==> src/common/lbr_pkg.sv <==
/*
  Shared constants and carrier types of the per-channel loop-back router.
  Assumes one APB slave per channel with 32-bit data and byte addresses.
*/
package lbr_pkg;

  // timing
  localparam int unsigned LBR_CLK_NS       = 8;
  localparam int unsigned LBR_LINK_HALF_NS = 80;
  // least time, rounded up to whole pclk cycles
  localparam int unsigned LBR_HALF_CYC     = (LBR_LINK_HALF_NS + LBR_CLK_NS - 1) / LBR_CLK_NS;

  // register map (byte addresses)
  localparam logic [7:0] LBR_CTRL_OFS = 8'h00;
  localparam logic [7:0] LBR_STAT_OFS = 8'h04;

  // jitter attenuator depth
  localparam int unsigned LBR_JA_DEPTH_DEF = 32;

  // loop-back modes, gray coded along none-analog-remote-digital-dual
  typedef enum logic [2:0] {
    LBR_NONE    = 3'h0,
    LBR_ANALOG  = 3'h1,
    LBR_REMOTE  = 3'h3,
    LBR_DIGITAL = 3'h2,
    LBR_DUAL    = 3'h6
  } lbr_mode_type;

  // control register, bit 6 down to bit 0
  typedef struct packed {
    logic       auto_en;             // bit 6: loop-up requests may start remote loop-back
    logic       ja_in_rx;            // bit 5: attenuator in receive path (else transmit)
    logic       ja_en;               // bit 4: attenuator enabled
    logic       host_mode;           // bit 3: host bits select the mode, else pins
    logic       lb_host_enable_bit;  // bit 2: host loop-back enable
    logic [1:0] lb_host_sel;         // bits 1:0: host mode pair
  } lbr_ctrl_type;

  localparam logic [6:0] LBR_CTRL_RST = 7'h00;

  // status register, bit 5 down to bit 0
  typedef struct packed {
    logic         ja_primed;  // bit 5
    logic         loop_up;    // bit 4
    logic         auto_rl;    // bit 3
    lbr_mode_type mode;       // bits 2:0
  } lbr_stat_type;

  // one bit of a clocked bipolar stream: strobe marks the bit
  typedef struct packed {
    logic stb;
    logic pos;
    logic neg;
  } lbr_bit_type;

  // inputs from outside the pclk domain
  typedef struct packed {
    logic tx_clk;
    logic tx_pos;
    logic tx_neg;
    logic rx_clk;
    logic rx_pos;
    logic rx_neg;
    logic pin_hi;
    logic pin_lo;
    logic loop_up;
    logic loop_down;
  } lbr_sync_type;

  localparam logic [9:0] LBR_SYNC_RST = 10'h000;

endpackage

==> src/core/lbr_ja_mem.sv <==
/*
  Small dual-address memory for the jitter attenuator elastic store.
  Assumes one write and one read per cycle at most, both on pclk.
*/
`timescale 1ns/100ps

module lbr_ja_mem #(
  parameter int unsigned WIDTH = 2,
  parameter int unsigned DEPTH = 32,
  parameter int unsigned AW    = $clog2(DEPTH)
) (
  input  wire logic             pclk,
  input  wire logic             presetn,
  input  wire logic             wr_en,
  input  wire logic [AW-1:0]    wr_addr,
  input  wire logic [WIDTH-1:0] wr_data,
  input  wire logic             rd_en,
  input  wire logic [AW-1:0]    rd_addr,
  output      logic [WIDTH-1:0] rd_data
);

  logic [WIDTH-1:0] mem_r [DEPTH];

  initial begin
    if (DEPTH < 4 || (1 << AW) != DEPTH) begin
      $error("lbr_ja_mem: DEPTH must be a power of two, at least 4");
    end
  end

  // storage needs no reset: nothing is read before it was written
  always_ff @(posedge pclk) begin
    if (wr_en) begin
      mem_r[wr_addr] <= wr_data;
    end
  end

  always_ff @(posedge pclk or negedge presetn) begin
    if (!presetn) begin
      rd_data <= '0;
    end else if (rd_en) begin
      rd_data <= mem_r[rd_addr];
    end
  end

endmodule // lbr_ja_mem

==> src/core/lbr_router.sv <==
/*
  Per-channel loop-back router: steers transmit and receive bit streams between
  the framer, the line and the jitter attenuator; APB control and status.
  Assumes line and framer clocks far slower than pclk (160 ns link period), and
  that the line receive inputs are already sliced digital data.
*/
// The register addresses and the APB slave port were left to the implementer.
`timescale 1ns/100ps

// How it works
// - With host_mode clear, pins hi/lo select none 00, analog 01, remote 10, digital 11.
// - With host_mode set, a clear enable bit gives none, else the pair 00/01/10/11 gives dual/analog/remote/digital.
// - Analog loop-back feeds the receiver from the transmit line output and ignores the line inputs.
// - Analog loop-back keeps sending transmit data to the line.
// - Analog loop-back keeps the attenuator working in whichever path it is set for.
// - Remote loop-back with the attenuator in receive feeds attenuated receive data to the line on recovered timing.
// - Remote loop-back ignores framer transmit clock and data but keeps the receive outputs running.
// - Remote loop-back with the attenuator in transmit feeds recovered data through the attenuator to the line.
// - Digital loop-back returns framer transmit clock and data through the attenuator to the receive outputs.
// - Digital loop-back ignores line receive data while still sending framer data to the line.
// - Dual loop-back sends recovered line data straight back to the line, bypassing the attenuator.
// - Dual loop-back sends framer transmit data through the attenuator to the receive outputs.
// - Dual loop-back routes identically whatever path the attenuator is set for.
// - A far-end loop-up request never starts remote loop-back while analog loop-back is selected.
module lbr_router
  import lbr_pkg::*;
#(
  parameter int unsigned JA_DEPTH = LBR_JA_DEPTH_DEF,
  parameter int unsigned HALF_CYC = LBR_HALF_CYC
) (
  input  wire logic        pclk,
  input  wire logic        presetn,
  input  wire logic        psel,
  input  wire logic        penable,
  input  wire logic        pwrite,
  input  wire logic [7:0]  paddr,
  input  wire logic [31:0] pwdata,
  output      logic        pready,
  output      logic [31:0] prdata,
  output      logic        pslverr,
  input  wire logic        lb_pin_select_hi,
  input  wire logic        lb_pin_select_lo,
  input  wire logic        loop_up_req,
  input  wire logic        loop_down_req,
  input  wire logic        sys_tx_clk,
  input  wire logic        sys_tx_pos,
  input  wire logic        sys_tx_neg,
  input  wire logic        rx_rec_clk,
  input  wire logic        rx_line_pos,
  input  wire logic        rx_line_neg,
  output      logic        tx_line_pos,
  output      logic        tx_line_neg,
  output      logic        tx_line_clk,
  output      logic        rx_data_pos_out,
  output      logic        rx_data_neg_out,
  output      logic        rx_clk_out
);

  localparam int unsigned AW = $clog2(JA_DEPTH);
  localparam int unsigned CW = $clog2(HALF_CYC + 1);
  localparam logic [CW-1:0] HALF_LD = CW'(HALF_CYC);
  localparam logic [AW:0]   JA_FILL = (AW+1)'(JA_DEPTH / 2);

  initial begin
    if (JA_DEPTH < 4 || (1 << AW) != JA_DEPTH) begin
      $error("lbr_router: JA_DEPTH must be a power of two, at least 4");
    end
    if (HALF_CYC < 2) begin
      $error("lbr_router: HALF_CYC must be at least 2");
    end
  end

  typedef struct packed {
    lbr_sync_type  s1;
    lbr_sync_type  s2;
    lbr_sync_type  s3;
    lbr_ctrl_type  ctrl;
    logic [31:0]   rdata;
    logic          slverr;
    lbr_mode_type  mode;
    logic          auto_rl;
    logic [AW-1:0] ja_wp;
    logic [AW-1:0] ja_rp;
    logic [AW:0]   ja_fill;
    logic          ja_rd_q;
    lbr_bit_type   line_q;
    lbr_bit_type   rxo_q;
    logic [CW-1:0] line_cnt;
    logic [CW-1:0] rxo_cnt;
  } lbr_state_type;

  lbr_state_type st_r;
  lbr_state_type st_nxt;

  logic          ja_wr;
  logic          ja_rd;
  logic [1:0]    ja_wdata;
  logic [1:0]    ja_rdata;

  ////////////////////////////////////////////////////////////////////////////
  // mode decoding

  function automatic lbr_mode_type pin_mode(input logic hi, input logic lo);
    case ({hi, lo})
      2'b01:   pin_mode = LBR_ANALOG;
      2'b10:   pin_mode = LBR_REMOTE;
      2'b11:   pin_mode = LBR_DIGITAL;
      default: pin_mode = LBR_NONE;
    endcase
  endfunction

  function automatic lbr_mode_type host_mode(input logic en, input logic [1:0] sel);
    if (!en) begin
      host_mode = LBR_NONE;
    end else begin
      case (sel)
        2'b00:   host_mode = LBR_DUAL;
        2'b01:   host_mode = LBR_ANALOG;
        2'b10:   host_mode = LBR_REMOTE;
        default: host_mode = LBR_DIGITAL;
      endcase
    end
  endfunction

  // output stage: data changes on the strobe, clock rises half a bit later
  function automatic logic [CW-1:0] half_cnt(input logic stb, input logic [CW-1:0] cnt);
    if (stb) begin
      half_cnt = HALF_LD;
    end else if (cnt != '0) begin
      half_cnt = cnt - CW'(1);
    end else begin
      half_cnt = '0;
    end
  endfunction

  ////////////////////////////////////////////////////////////////////////////
  // next state

  lbr_mode_type sel_mode;
  lbr_bit_type  tx_src;
  lbr_bit_type  rec;
  lbr_bit_type  ja_in;
  lbr_bit_type  ja_out;
  lbr_bit_type  ja_stream;
  lbr_bit_type  line_src;
  lbr_bit_type  rx_src;
  logic         ja_from_rec;
  logic         ja_flush;
  logic         setup;
  logic         wr_acc;

  always_comb begin
    st_nxt = st_r;
    st_nxt.s1 = lbr_sync_type'({sys_tx_clk, sys_tx_pos, sys_tx_neg, rx_rec_clk, rx_line_pos,
                                rx_line_neg, lb_pin_select_hi, lb_pin_select_lo,
                                loop_up_req, loop_down_req});
    st_nxt.s2 = st_r.s1;
    st_nxt.s3 = st_r.s2;

    // APB
    setup  = psel && !penable;
    wr_acc = psel && penable && pwrite;
    if (setup) begin
      st_nxt.rdata  = 32'h0000_0000;
      st_nxt.slverr = 1'b0;
      if (paddr == LBR_CTRL_OFS) begin
        st_nxt.rdata = {25'h000_0000, st_r.ctrl};
      end else if (paddr == LBR_STAT_OFS) begin
        st_nxt.rdata = {26'h000_0000, lbr_stat_type'({st_r.ja_fill >= JA_FILL, st_r.s2.loop_up,
                                                     st_r.auto_rl, st_r.mode})};
      end else begin
        st_nxt.slverr = 1'b1;
      end
    end
    if (wr_acc && paddr == LBR_CTRL_OFS) begin
      st_nxt.ctrl = lbr_ctrl_type'(pwdata[6:0]);
    end

    // mode selection
    sel_mode = st_r.ctrl.host_mode ?
               host_mode(st_r.ctrl.lb_host_enable_bit, st_r.ctrl.lb_host_sel) :
               pin_mode(st_r.s2.pin_hi, st_r.s2.pin_lo);
    // a far-end request acts only while the local choice is none, so never in analog
    if (!st_r.ctrl.auto_en || sel_mode != LBR_NONE || st_r.s2.loop_down) begin
      st_nxt.auto_rl = 1'b0;
    end else if (st_r.s2.loop_up) begin
      st_nxt.auto_rl = 1'b1;
    end
    st_nxt.mode = (st_r.auto_rl && sel_mode == LBR_NONE) ? LBR_REMOTE : sel_mode;

    // source streams, sampled on rising edges of the synchronised clocks
    tx_src.stb = st_r.s2.tx_clk && !st_r.s3.tx_clk;
    tx_src.pos = st_r.s2.tx_pos;
    tx_src.neg = st_r.s2.tx_neg;
    if (st_r.mode == LBR_ANALOG) begin
      rec = st_r.line_q;
    end else begin
      rec.stb = st_r.s2.rx_clk && !st_r.s3.rx_clk;
      rec.pos = st_r.s2.rx_pos;
      rec.neg = st_r.s2.rx_neg;
    end

    // attenuator input: recovered data in remote, or when it sits in the receive path in none or analog
    ja_from_rec = (st_r.ctrl.ja_in_rx && (st_r.mode == LBR_NONE || st_r.mode == LBR_ANALOG ||
                   st_r.mode == LBR_REMOTE)) || st_r.mode == LBR_REMOTE;
    ja_in  = ja_from_rec ? rec : tx_src;
    ja_out = {st_r.ja_rd_q, ja_rdata};
    ja_stream = st_r.ctrl.ja_en ? ja_out : ja_in;

    // routing
    case (st_r.mode)
      LBR_REMOTE: begin
        line_src = ja_stream;
        rx_src   = (st_r.ctrl.ja_en && st_r.ctrl.ja_in_rx) ? ja_stream : rec;
      end
      LBR_DIGITAL: begin
        line_src = tx_src;
        rx_src   = ja_stream;
      end
      LBR_DUAL: begin
        line_src = rec;
        rx_src   = ja_stream;
      end
      default: begin
        line_src = (st_r.ctrl.ja_en && !st_r.ctrl.ja_in_rx) ? ja_stream : tx_src;
        rx_src   = (st_r.ctrl.ja_en && st_r.ctrl.ja_in_rx) ? ja_stream : rec;
      end
    endcase

    // attenuator: fixed-latency elastic store, half full before it pops
    ja_flush = !st_r.ctrl.ja_en || st_r.mode != st_nxt.mode;
    ja_wr    = st_r.ctrl.ja_en && ja_in.stb && !ja_flush;
    ja_rd    = ja_wr && st_r.ja_fill >= JA_FILL;
    ja_wdata = {ja_in.pos, ja_in.neg};
    st_nxt.ja_rd_q = ja_rd;
    if (ja_flush) begin
      st_nxt.ja_wp   = '0;
      st_nxt.ja_rp   = '0;
      st_nxt.ja_fill = '0;
    end else begin
      if (ja_wr) begin
        st_nxt.ja_wp = st_r.ja_wp + AW'(1);
      end
      if (ja_rd) begin
        st_nxt.ja_rp = st_r.ja_rp + AW'(1);
      end else if (ja_wr) begin
        st_nxt.ja_fill = st_r.ja_fill + (AW+1)'(1);
      end
    end

    // output stages
    st_nxt.line_q.stb = line_src.stb;
    if (line_src.stb) begin
      st_nxt.line_q.pos = line_src.pos;
      st_nxt.line_q.neg = line_src.neg;
    end
    st_nxt.rxo_q.stb = rx_src.stb;
    if (rx_src.stb) begin
      st_nxt.rxo_q.pos = rx_src.pos;
      st_nxt.rxo_q.neg = rx_src.neg;
    end
    st_nxt.line_cnt = half_cnt(line_src.stb, st_r.line_cnt);
    st_nxt.rxo_cnt  = half_cnt(rx_src.stb, st_r.rxo_cnt);
  end

  ////////////////////////////////////////////////////////////////////////////
  // state register

  always_ff @(posedge pclk or negedge presetn) begin
    if (!presetn) begin
      st_r.s1       <= lbr_sync_type'(LBR_SYNC_RST);
      st_r.s2       <= lbr_sync_type'(LBR_SYNC_RST);
      st_r.s3       <= lbr_sync_type'(LBR_SYNC_RST);
      st_r.ctrl     <= lbr_ctrl_type'(LBR_CTRL_RST);
      st_r.rdata    <= 32'h0000_0000;
      st_r.slverr   <= 1'b0;
      st_r.mode     <= LBR_NONE;
      st_r.auto_rl  <= 1'b0;
      st_r.ja_wp    <= '0;
      st_r.ja_rp    <= '0;
      st_r.ja_fill  <= '0;
      st_r.ja_rd_q  <= 1'b0;
      st_r.line_q   <= '0;
      st_r.rxo_q    <= '0;
      st_r.line_cnt <= '0;
      st_r.rxo_cnt  <= '0;
    end else begin
      st_r <= st_nxt;
    end
  end

  ////////////////////////////////////////////////////////////////////////////
  // attenuator storage

  lbr_ja_mem #(
    .WIDTH (2),
    .DEPTH (JA_DEPTH),
    .AW    (AW)
  ) u_ja_mem (
    .pclk    (pclk),
    .presetn (presetn),
    .wr_en   (ja_wr),
    .wr_addr (st_r.ja_wp),
    .wr_data (ja_wdata),
    .rd_en   (ja_rd),
    .rd_addr (st_r.ja_rp),
    .rd_data (ja_rdata)
  );

  ////////////////////////////////////////////////////////////////////////////
  // outputs

  // zero-wait slave: read data was fetched in the setup cycle
  assign pready          = 1'b1;
  assign prdata          = st_r.rdata;
  assign pslverr         = st_r.slverr;
  assign tx_line_pos     = st_r.line_q.pos;
  assign tx_line_neg     = st_r.line_q.neg;
  // clock high once the half-bit count ran out; low while data settles
  assign tx_line_clk     = (st_r.line_cnt == '0);
  assign rx_data_pos_out = st_r.rxo_q.pos;
  assign rx_data_neg_out = st_r.rxo_q.neg;
  assign rx_clk_out      = (st_r.rxo_cnt == '0);

endmodule // lbr_router

==> config.mk <==
export PLATFORM = sky130hd
export DESIGN_NAME = lbr_router
export DESIGN_NICKNAME = d
export VERILOG_FILES = /design/src/common/lbr_pkg.sv /design/src/core/lbr_ja_mem.sv /design/src/core/lbr_router.sv
export SDC_FILE = /design/constraint.sdc
export NUM_CORES = 1
export LEC_CHECK = 0
export BUFFER_PORTS_ARGS = -buffer_cell sky130_fd_sc_hd__clkbuf_2
export CAP_MARGIN = 40
export CORE_ASPECT_RATIO = 0.5
export CORE_UTILIZATION = 55
export DETAILED_ROUTE_END_ITERATION = 16
export GPL_TIMING_DRIVEN = 0
export PLACE_DENSITY = 0.88
export SLEW_MARGIN = 10
export SYNTH_ARGS = -nofsm -noshare
export SYNTH_HDL_FRONTEND = slang
export SYNTH_SLANG_ARGS = --single-unit
==> constraint.sdc <==
create_clock -name pclk -period 2.9 [get_ports pclk]
set_clock_uncertainty 0.1 [all_clocks]
set_input_delay 0.29 -clock pclk [delete_from_list [all_inputs] [get_ports pclk]]
set_output_delay 0.29 -clock pclk [all_outputs]
set_load 0.05 [all_outputs]
# == Word-level counts from Yosys, hierarchy flattened ==
# Memory sizes are Yosys's and may differ from the RTL's. A register that Yosys moved wholly into a read port is not among the register bits.
# Index checks and enable logic that the tools add are counted.
# classes
n_addsub,5
order_cmp,1
n_eq_ne,12
muxes,29
n_reduce_logical,41
# ops
cell,n
2-to-1 mux 32 bit,1
2-to-1 mux 3 bit,9
2-to-1 mux 6 bit,3
one-hot mux 3 bit (3 select lines),2
2-to-1 mux 16 bit,1
2-to-1 mux 4 bit,4
logical AND 1 bit,13
"adder 5 x 1 -> 5 bit, second input constant",2
2-to-1 mux 5 bit,2
"== test 8 x 3 -> 1 bit, second input constant",1
zero test 1 bit,8
zero test 4 bit,2
zero test 8 bit,1
nonzero test 4 bit,2
"subtractor 4 x 1 -> 4 bit, second input constant",2
"adder 6 x 1 -> 6 bit, second input constant",1
"== test 2 bit, second input constant",3
"== test 3 x 2 -> 1 bit, second input constant",2
"greater-or-equal comparator 6 x 5 -> 1 bit, second input constant",1
zero test 3 bit,2
logical OR 1 bit,6
2-to-1 mux 1 bit,6
one-hot mux 2 bit (3 select lines),1
nonzero test 2 bit,3
9 further kinds,10
# totals
register_bits,96
ram_bits,64
inputBits,55
output_inout_bits,40
n_memories,1
# memory_table
memory,words,word_bits,rd,rd_ports_with_merged_regs,wr,line_no,rtl
u_ja_mem.mem_r,32,2,1,1,1,lbr_ja_mem.sv:22,logic [WIDTH-1:0] mem_r [DEPTH];

# == Depth between registers and ports, before layout ==
# logic_depth
word_depth,14
mapped_depth,9
mapped_depth_nobuf,9

# == Modules after synthesis ==
# A second synthesis with hierarchy kept.
# hier_totals
cells_unflattened,515
hier_area_um2,6536.3
# by_module_without_submodules
mod,instances,cells_each,area_each_um2,seq_area_each_um2
lbr_router,1,341,3721.1,1776.7
lbr_ja_mem,1,174,2815.2,1971.9

# == Least setup slack after synthesis ==
# Ideal clock, no wire load.
# synth_timing
kind,register to register
from,"register st_r, in the netlist st_nxt[77]"
to,memory u_ja_mem.mem_r[15][0] (enable)
arrival_time_ps,2156
required_time_ps,2486
setup_slack_ps,330
path_stages_with_launch,10
n_path_buf,2
path_cell_list,dfrtp_1 inv_1 ha_1 nor2b_1 buf_2 a2111o_1 a211o_1 a31o_2 buf_2 nor3_2
# synth_between
elab_chain_cells,12
word_cells_on_any_way,14
cone_classes,eq/ne: 4; mux: 5; reduce/logical: 5
# synth_lines
item,line_no,rtl
from (decl),lbr_router.sv:92,lbr_state_type st_r;
from (signal assigned),lbr_router.sv:288,st_r <= st_nxt;
== test 2 bit or == test 2 x 1 -> 1 bit (tied branches),lbr_router.sv:104,"case ({hi, lo})"
one-hot mux 2 bit (3 select lines) *,lbr_router.sv:104,
2-to-1 mux 3 bit *,lbr_router.sv:180,sel_mode = st_r.ctrl.host_mode ?
zero test 3 bit,lbr_router.sv:189,st_nxt.mode = (st_r.auto_rl && sel_mode == LBR_NONE) ? LBR_REMOTE : sel_mode;
logical AND 1 bit,lbr_router.sv:189,
2-to-1 mux 3 bit *,lbr_router.sv:189,
inequality test 3 bit *,lbr_router.sv:231,ja_flush = !st_r.ctrl.ja_en || st_r.mode != st_nxt.mode;
logical OR 1 bit *,lbr_router.sv:231,
zero test 1 bit *,lbr_router.sv:232,ja_wr = st_r.ctrl.ja_en && ja_in.stb && !ja_flush;
logical AND 1 bit *,lbr_router.sv:232,
2-to-1 mux 1 bit *,lbr_ja_mem.sv:32,if (wr_en) begin
2-to-1 mux 1 bit (implied by the code) *,lbr_ja_mem.sv:33,mem_r[wr_addr] <= wr_data;
to (decl),lbr_ja_mem.sv:22,
# Every way passes the cells marked *; elsewhere a longest branch is shown, timed or not.

# == Final worst setup path ==
# layout_timing
from,register st_r[69] (netlist bit)
to,memory u_ja_mem.mem_r[15][1] (enable)
# layout_between
elab_chain_cells,13
word_cells_on_any_way,15
cone_classes,eq/ne: 3; mux: 6; reduce/logical: 6
# layout_lines
item,line_no,rtl
"== test 2 bit, or another cell as far along",lbr_router.sv:116,case (sel)
one-hot mux 3 bit (3 select lines) *,lbr_router.sv:116,
2-to-1 mux 3 bit *,lbr_router.sv:113,if (!en) begin
2-to-1 mux 3 bit *,lbr_router.sv:180,
zero test 3 bit,lbr_router.sv:189,
logical AND 1 bit,lbr_router.sv:189,
2-to-1 mux 3 bit *,lbr_router.sv:189,
inequality test 3 bit *,lbr_router.sv:231,
logical OR 1 bit *,lbr_router.sv:231,
zero test 1 bit *,lbr_router.sv:232,
logical AND 1 bit *,lbr_router.sv:232,
2-to-1 mux 1 bit *,lbr_ja_mem.sv:32,
2-to-1 mux 1 bit (implied by the code) *,lbr_ja_mem.sv:33,
# Marks and branches as above.

==> key figures <==
Cells and area
  – Fill count: 712
  – N_diodes: 0
  – P&R area growth vs syn: 21.2%
  – Nets: 710
  – Final instance area: 7850 um^2
  – Layout cells sized above 1: 27.9%
  – Post-Layout Cell Count: 816

Placement
  – HPWL after DPL: 9700 um
  – Placed Cells: 769
  – Worst slack, placed: -0.0688 ns
  – PortBufs: 42
  – RD Place Congestion: 0.886
  – DP Area: 7010 um^2

Synthesis
  – Primary FF master, synth: dfrtp_1
  – Post-synth top area cell: edfxtp_1
  – Post-synthesis simple-gate area fraction: 15.6%
  – Post-synthesis cell count: 543
  – Synth Register Bits: 137
  – Top cell type's share of synthesized area: 29.7%
  – Synth top area cells: edfxtp_1, dfrtp_1, buf_4
  – YS warnings: 0
  – XOR/XNOR Fraction of Synth Area: 1.49%
  – Largest family of logic cells by synthesized area: simple AND/OR/NAND/NOR gates
  – Mux share of post-synthesis cell area: 8.11%
  – Mean post-synth cell area: 11.9 um^2
  – Post-synth EDFFs: 64
  – Post-synthesis cell type count: 69
  – Synthesized area: 6480 um^2
  – Post-Synth Adder-Cell Area: 2.12%
  – Sequential share of the synthesized area: 57.9%
  – Async S/R FF share, synth: 53.3%
  – Complex-gate fraction of the synthesized area: 7.82%

Route
  – DRC Markers: 0
  – Vias per cell: 5.97
  – Post-Route WL: 16100 um
  – Total iterations of the first detailed-routing run: 5
  – Via count: 4872
  – DR iter-0 viols: 520
  – Drt wl/cell: 19.7 um
  – Post-route antenna net violation count: 0

Power
  – Leak: 0.00313 uW
  – Total power per unit cell area: 618 nW/um^2
  – Pwr Total: 4850 uW
  – Worst vdd ir: 0.000506 V

Die
  – Core area: 11200 um^2
  – Die area: 12200 um^2
  – Die Wd: 155 um
  – Starting Density: 57.8%
  – Die height: 78.7 um
  – IO Count: 95
  – Std-Cell Rows: 27

STA
  – Crit path time final: 2.82 ns
  – Max Fclk: 354 MHz
  – Tcrit/Tclk final: 97.3%
  – Slew @ Worst Pin: 0.877 ns
  – RSZ-0062 raised after global routing: no
  – Setup TNS: 0 ns
  – # setup viols final: 0
  – Final Max Slew Viols: 0
  – Rel. slew slack: 41.5%
  – Final hold vios: 0
  – Final WS setup: 0.0787 ns

Clock network
  – Cts bufs inserted: 17
  – Clk_lat worst skew: 0.43 ns
  – Num Clock Sinks: 137
  – Clock-pin slew on the worst setup and hold paths: 0.06 ns
  – CTS H-tree lvls: 4
  – Clk root buf: clkbuf_16
  – CTS tree: built
  – Clock buffer depth: 2

Worst setup path
  – Req. time, crit path: 2.92 ns
  – Crit Path Max Fanout: 10
  – Critical path arrival: 2.84 ns
  – Worst setup SP type: register
  – Crit. End Element: register
  – Setup Crit Path Kind: register to register

Global routing
  – Initial antenna violation count: 0
  – First-pass GRT wire length: 24200 um
  – Grt total ovfl: 0
  – Vias in the first global route: 4687
  – All-Layer GR Usage: 26.7%
  – Largest net degree at the start of global routing: 56

Outcome
  – Status: completed

Run
  – Total of max-cap violations: 0

Hold path
  – Worst hold path class: primary input to register
[worst max-delay path, stage by stage (launching register included)]
cell and delay, ns:
dfrtp_1 0.38, inv_1 0.11, ha_1 0.25, and3_1 0.24, a2111o_1 0.36, a211o_1 0.36, a31o_2 0.27, clkbuf_4 0.24
nor3_4 0.20
[area by class of cell]
cell class | instances | area [um^2] | share of cell area, %
plain buffers | 64 | 404 | 5.15
clock buffers | 22 | 444 | 5.66
clock inverters | 10 | 105 | 1.34
inverters | 13 | 48.8 | 0.622
multi-input cells | 352 | 2480 | 31.7
flip-flops and latches | 137 | 3750 | 47.8
well taps | 159 | 199 | 2.54
repair buffers | 59 | 413 | 5.26
[layout by cell type (no fill, tap or decap), types with 6 or more instances in the layout]
cell type / instances
nor2_1: 30
clkbuf_16: 17
dlygate4sd3_1: 13
nor3_1: 8
buf_2: 8
ha_1: 11
xor2_1: 6
mux2_2: 8
nand3_1: 41
o31ai_1: 8
dfrtp_1: 73
edfxtp_1: 64
buf_4: 37
o21ai_0: 16
nand2_1: 34
mux4_2: 10
mux2i_1: 18
clkbuf_1: 21
nand2b_1: 9
nor2b_1: 9
nor2_2: 23
a21oi_1: 8
conb_1: 26
inv_1: 12
clkbuf_2: 41
[worst paths after layout]
path | to | from | cells past startpoint | slack (ns)
worst max-delay path | u_ja_mem.mem_r[15][1] | st_r[69] | 8 | 0.08
worst min-delay path | st_r[74] | pwdata[6] | 2 | 0.006
worst max register to register | u_ja_mem.mem_r[15][1] | st_r[69] | 8 | 0.08
worst min register to register | st_nxt[77] | st_nxt[87] | 0 | 0.24
max in group asynchronous | st_r[0] | presetn | 3 | 1.91
min in group asynchronous | st_r[26] | presetn | 2 | 0.23
[Yosys cell counts (all sizes together), types with 3 or more instances]
library cell	instances
and2	3
o21a	3
xor2	6
o21ai	17
nand4	3
nor3	9
xnor2	5
nand3b	3
mux2i	18
nor2b	11
and3	6
a221oi	4
nand3	41
nor4	4
o31ai	8
clkbuf	19
ha	11
mux4	10
nand2b	9
a21oi	8
inv	13
nor3b	4
a22oi	4
nand2	35
edfxtp	64
buf	46
mux2	10
dfrtp	73
nor2	57
[power by group]
| part | switching [uW] | total (uW) | internal (uW) |
|---|---|---|---|
| combinational | 362 | 549 | 187 |
| clock | 814 | 2070 | 1250 |
| sequential | 87.6 | 2230 | 2140 |
| total | 1260 | 4850 | 3580 |
[state kept, by name, indices dropped and copies added (netlist names), 2 cells and up]
| signal | flops |
|---|---|
| st_r | 38 |
| u_ja_mem.rd_data | 2 |
| prdata | 7 |
| st_nxt | 20 |
| u_ja_mem.mem_r | 64 |
[metal layers]
layer,up-vias,share of wire (%),GRT usage [%]
li1,2113,-,-
met5,-,0,0
met1,2349,38,32.2
met3,72,8.9,6.82
met2,338,49,45.5
met4,0,4.4,12.5
[timing repair]
item | in CTS | in global routing
hold buffers | 13 | 0
setup endpoints to repair | 7 | 66
resized for setup | 5 | 43
setup buffers | 0 | 2
hold endpoints to repair | 30 | 0
pin swaps | 0 | 4
[cells by family (layout without fill, tap and decap cells)]
| logic type | after synthesis | count (layout) |
|---|---|---|
| other | 2 | 26 |
| AO/OA/AOI/OAI | 69 | 69 |
| adder cells (fa/ha/maj) | 11 | 11 |
| flip-flops | 137 | 137 |
| AND/OR/NAND/NOR | 197 | 197 |
| XOR/XNOR | 11 | 11 |
| buffers and inverters | 78 | 168 |
| multiplexers | 38 | 38 |
[through the flow]
| stage | util, % | hold WS, ns |
|---|---|---|
| 2_1_floorplan | - | -0.106 |
| 3_3_place_gp | 62.2 | 0.234 |
| 3_5_place_dp | 62.5 | 0.129 |
| 4_1_cts | 68.7 | 0.00328 |
| 5_1_grt | 70.0 | 0.000284 |
| 6_report | 70.0 | 0.00588 |
No activity file was read; power rests on OpenSTA's default activity.
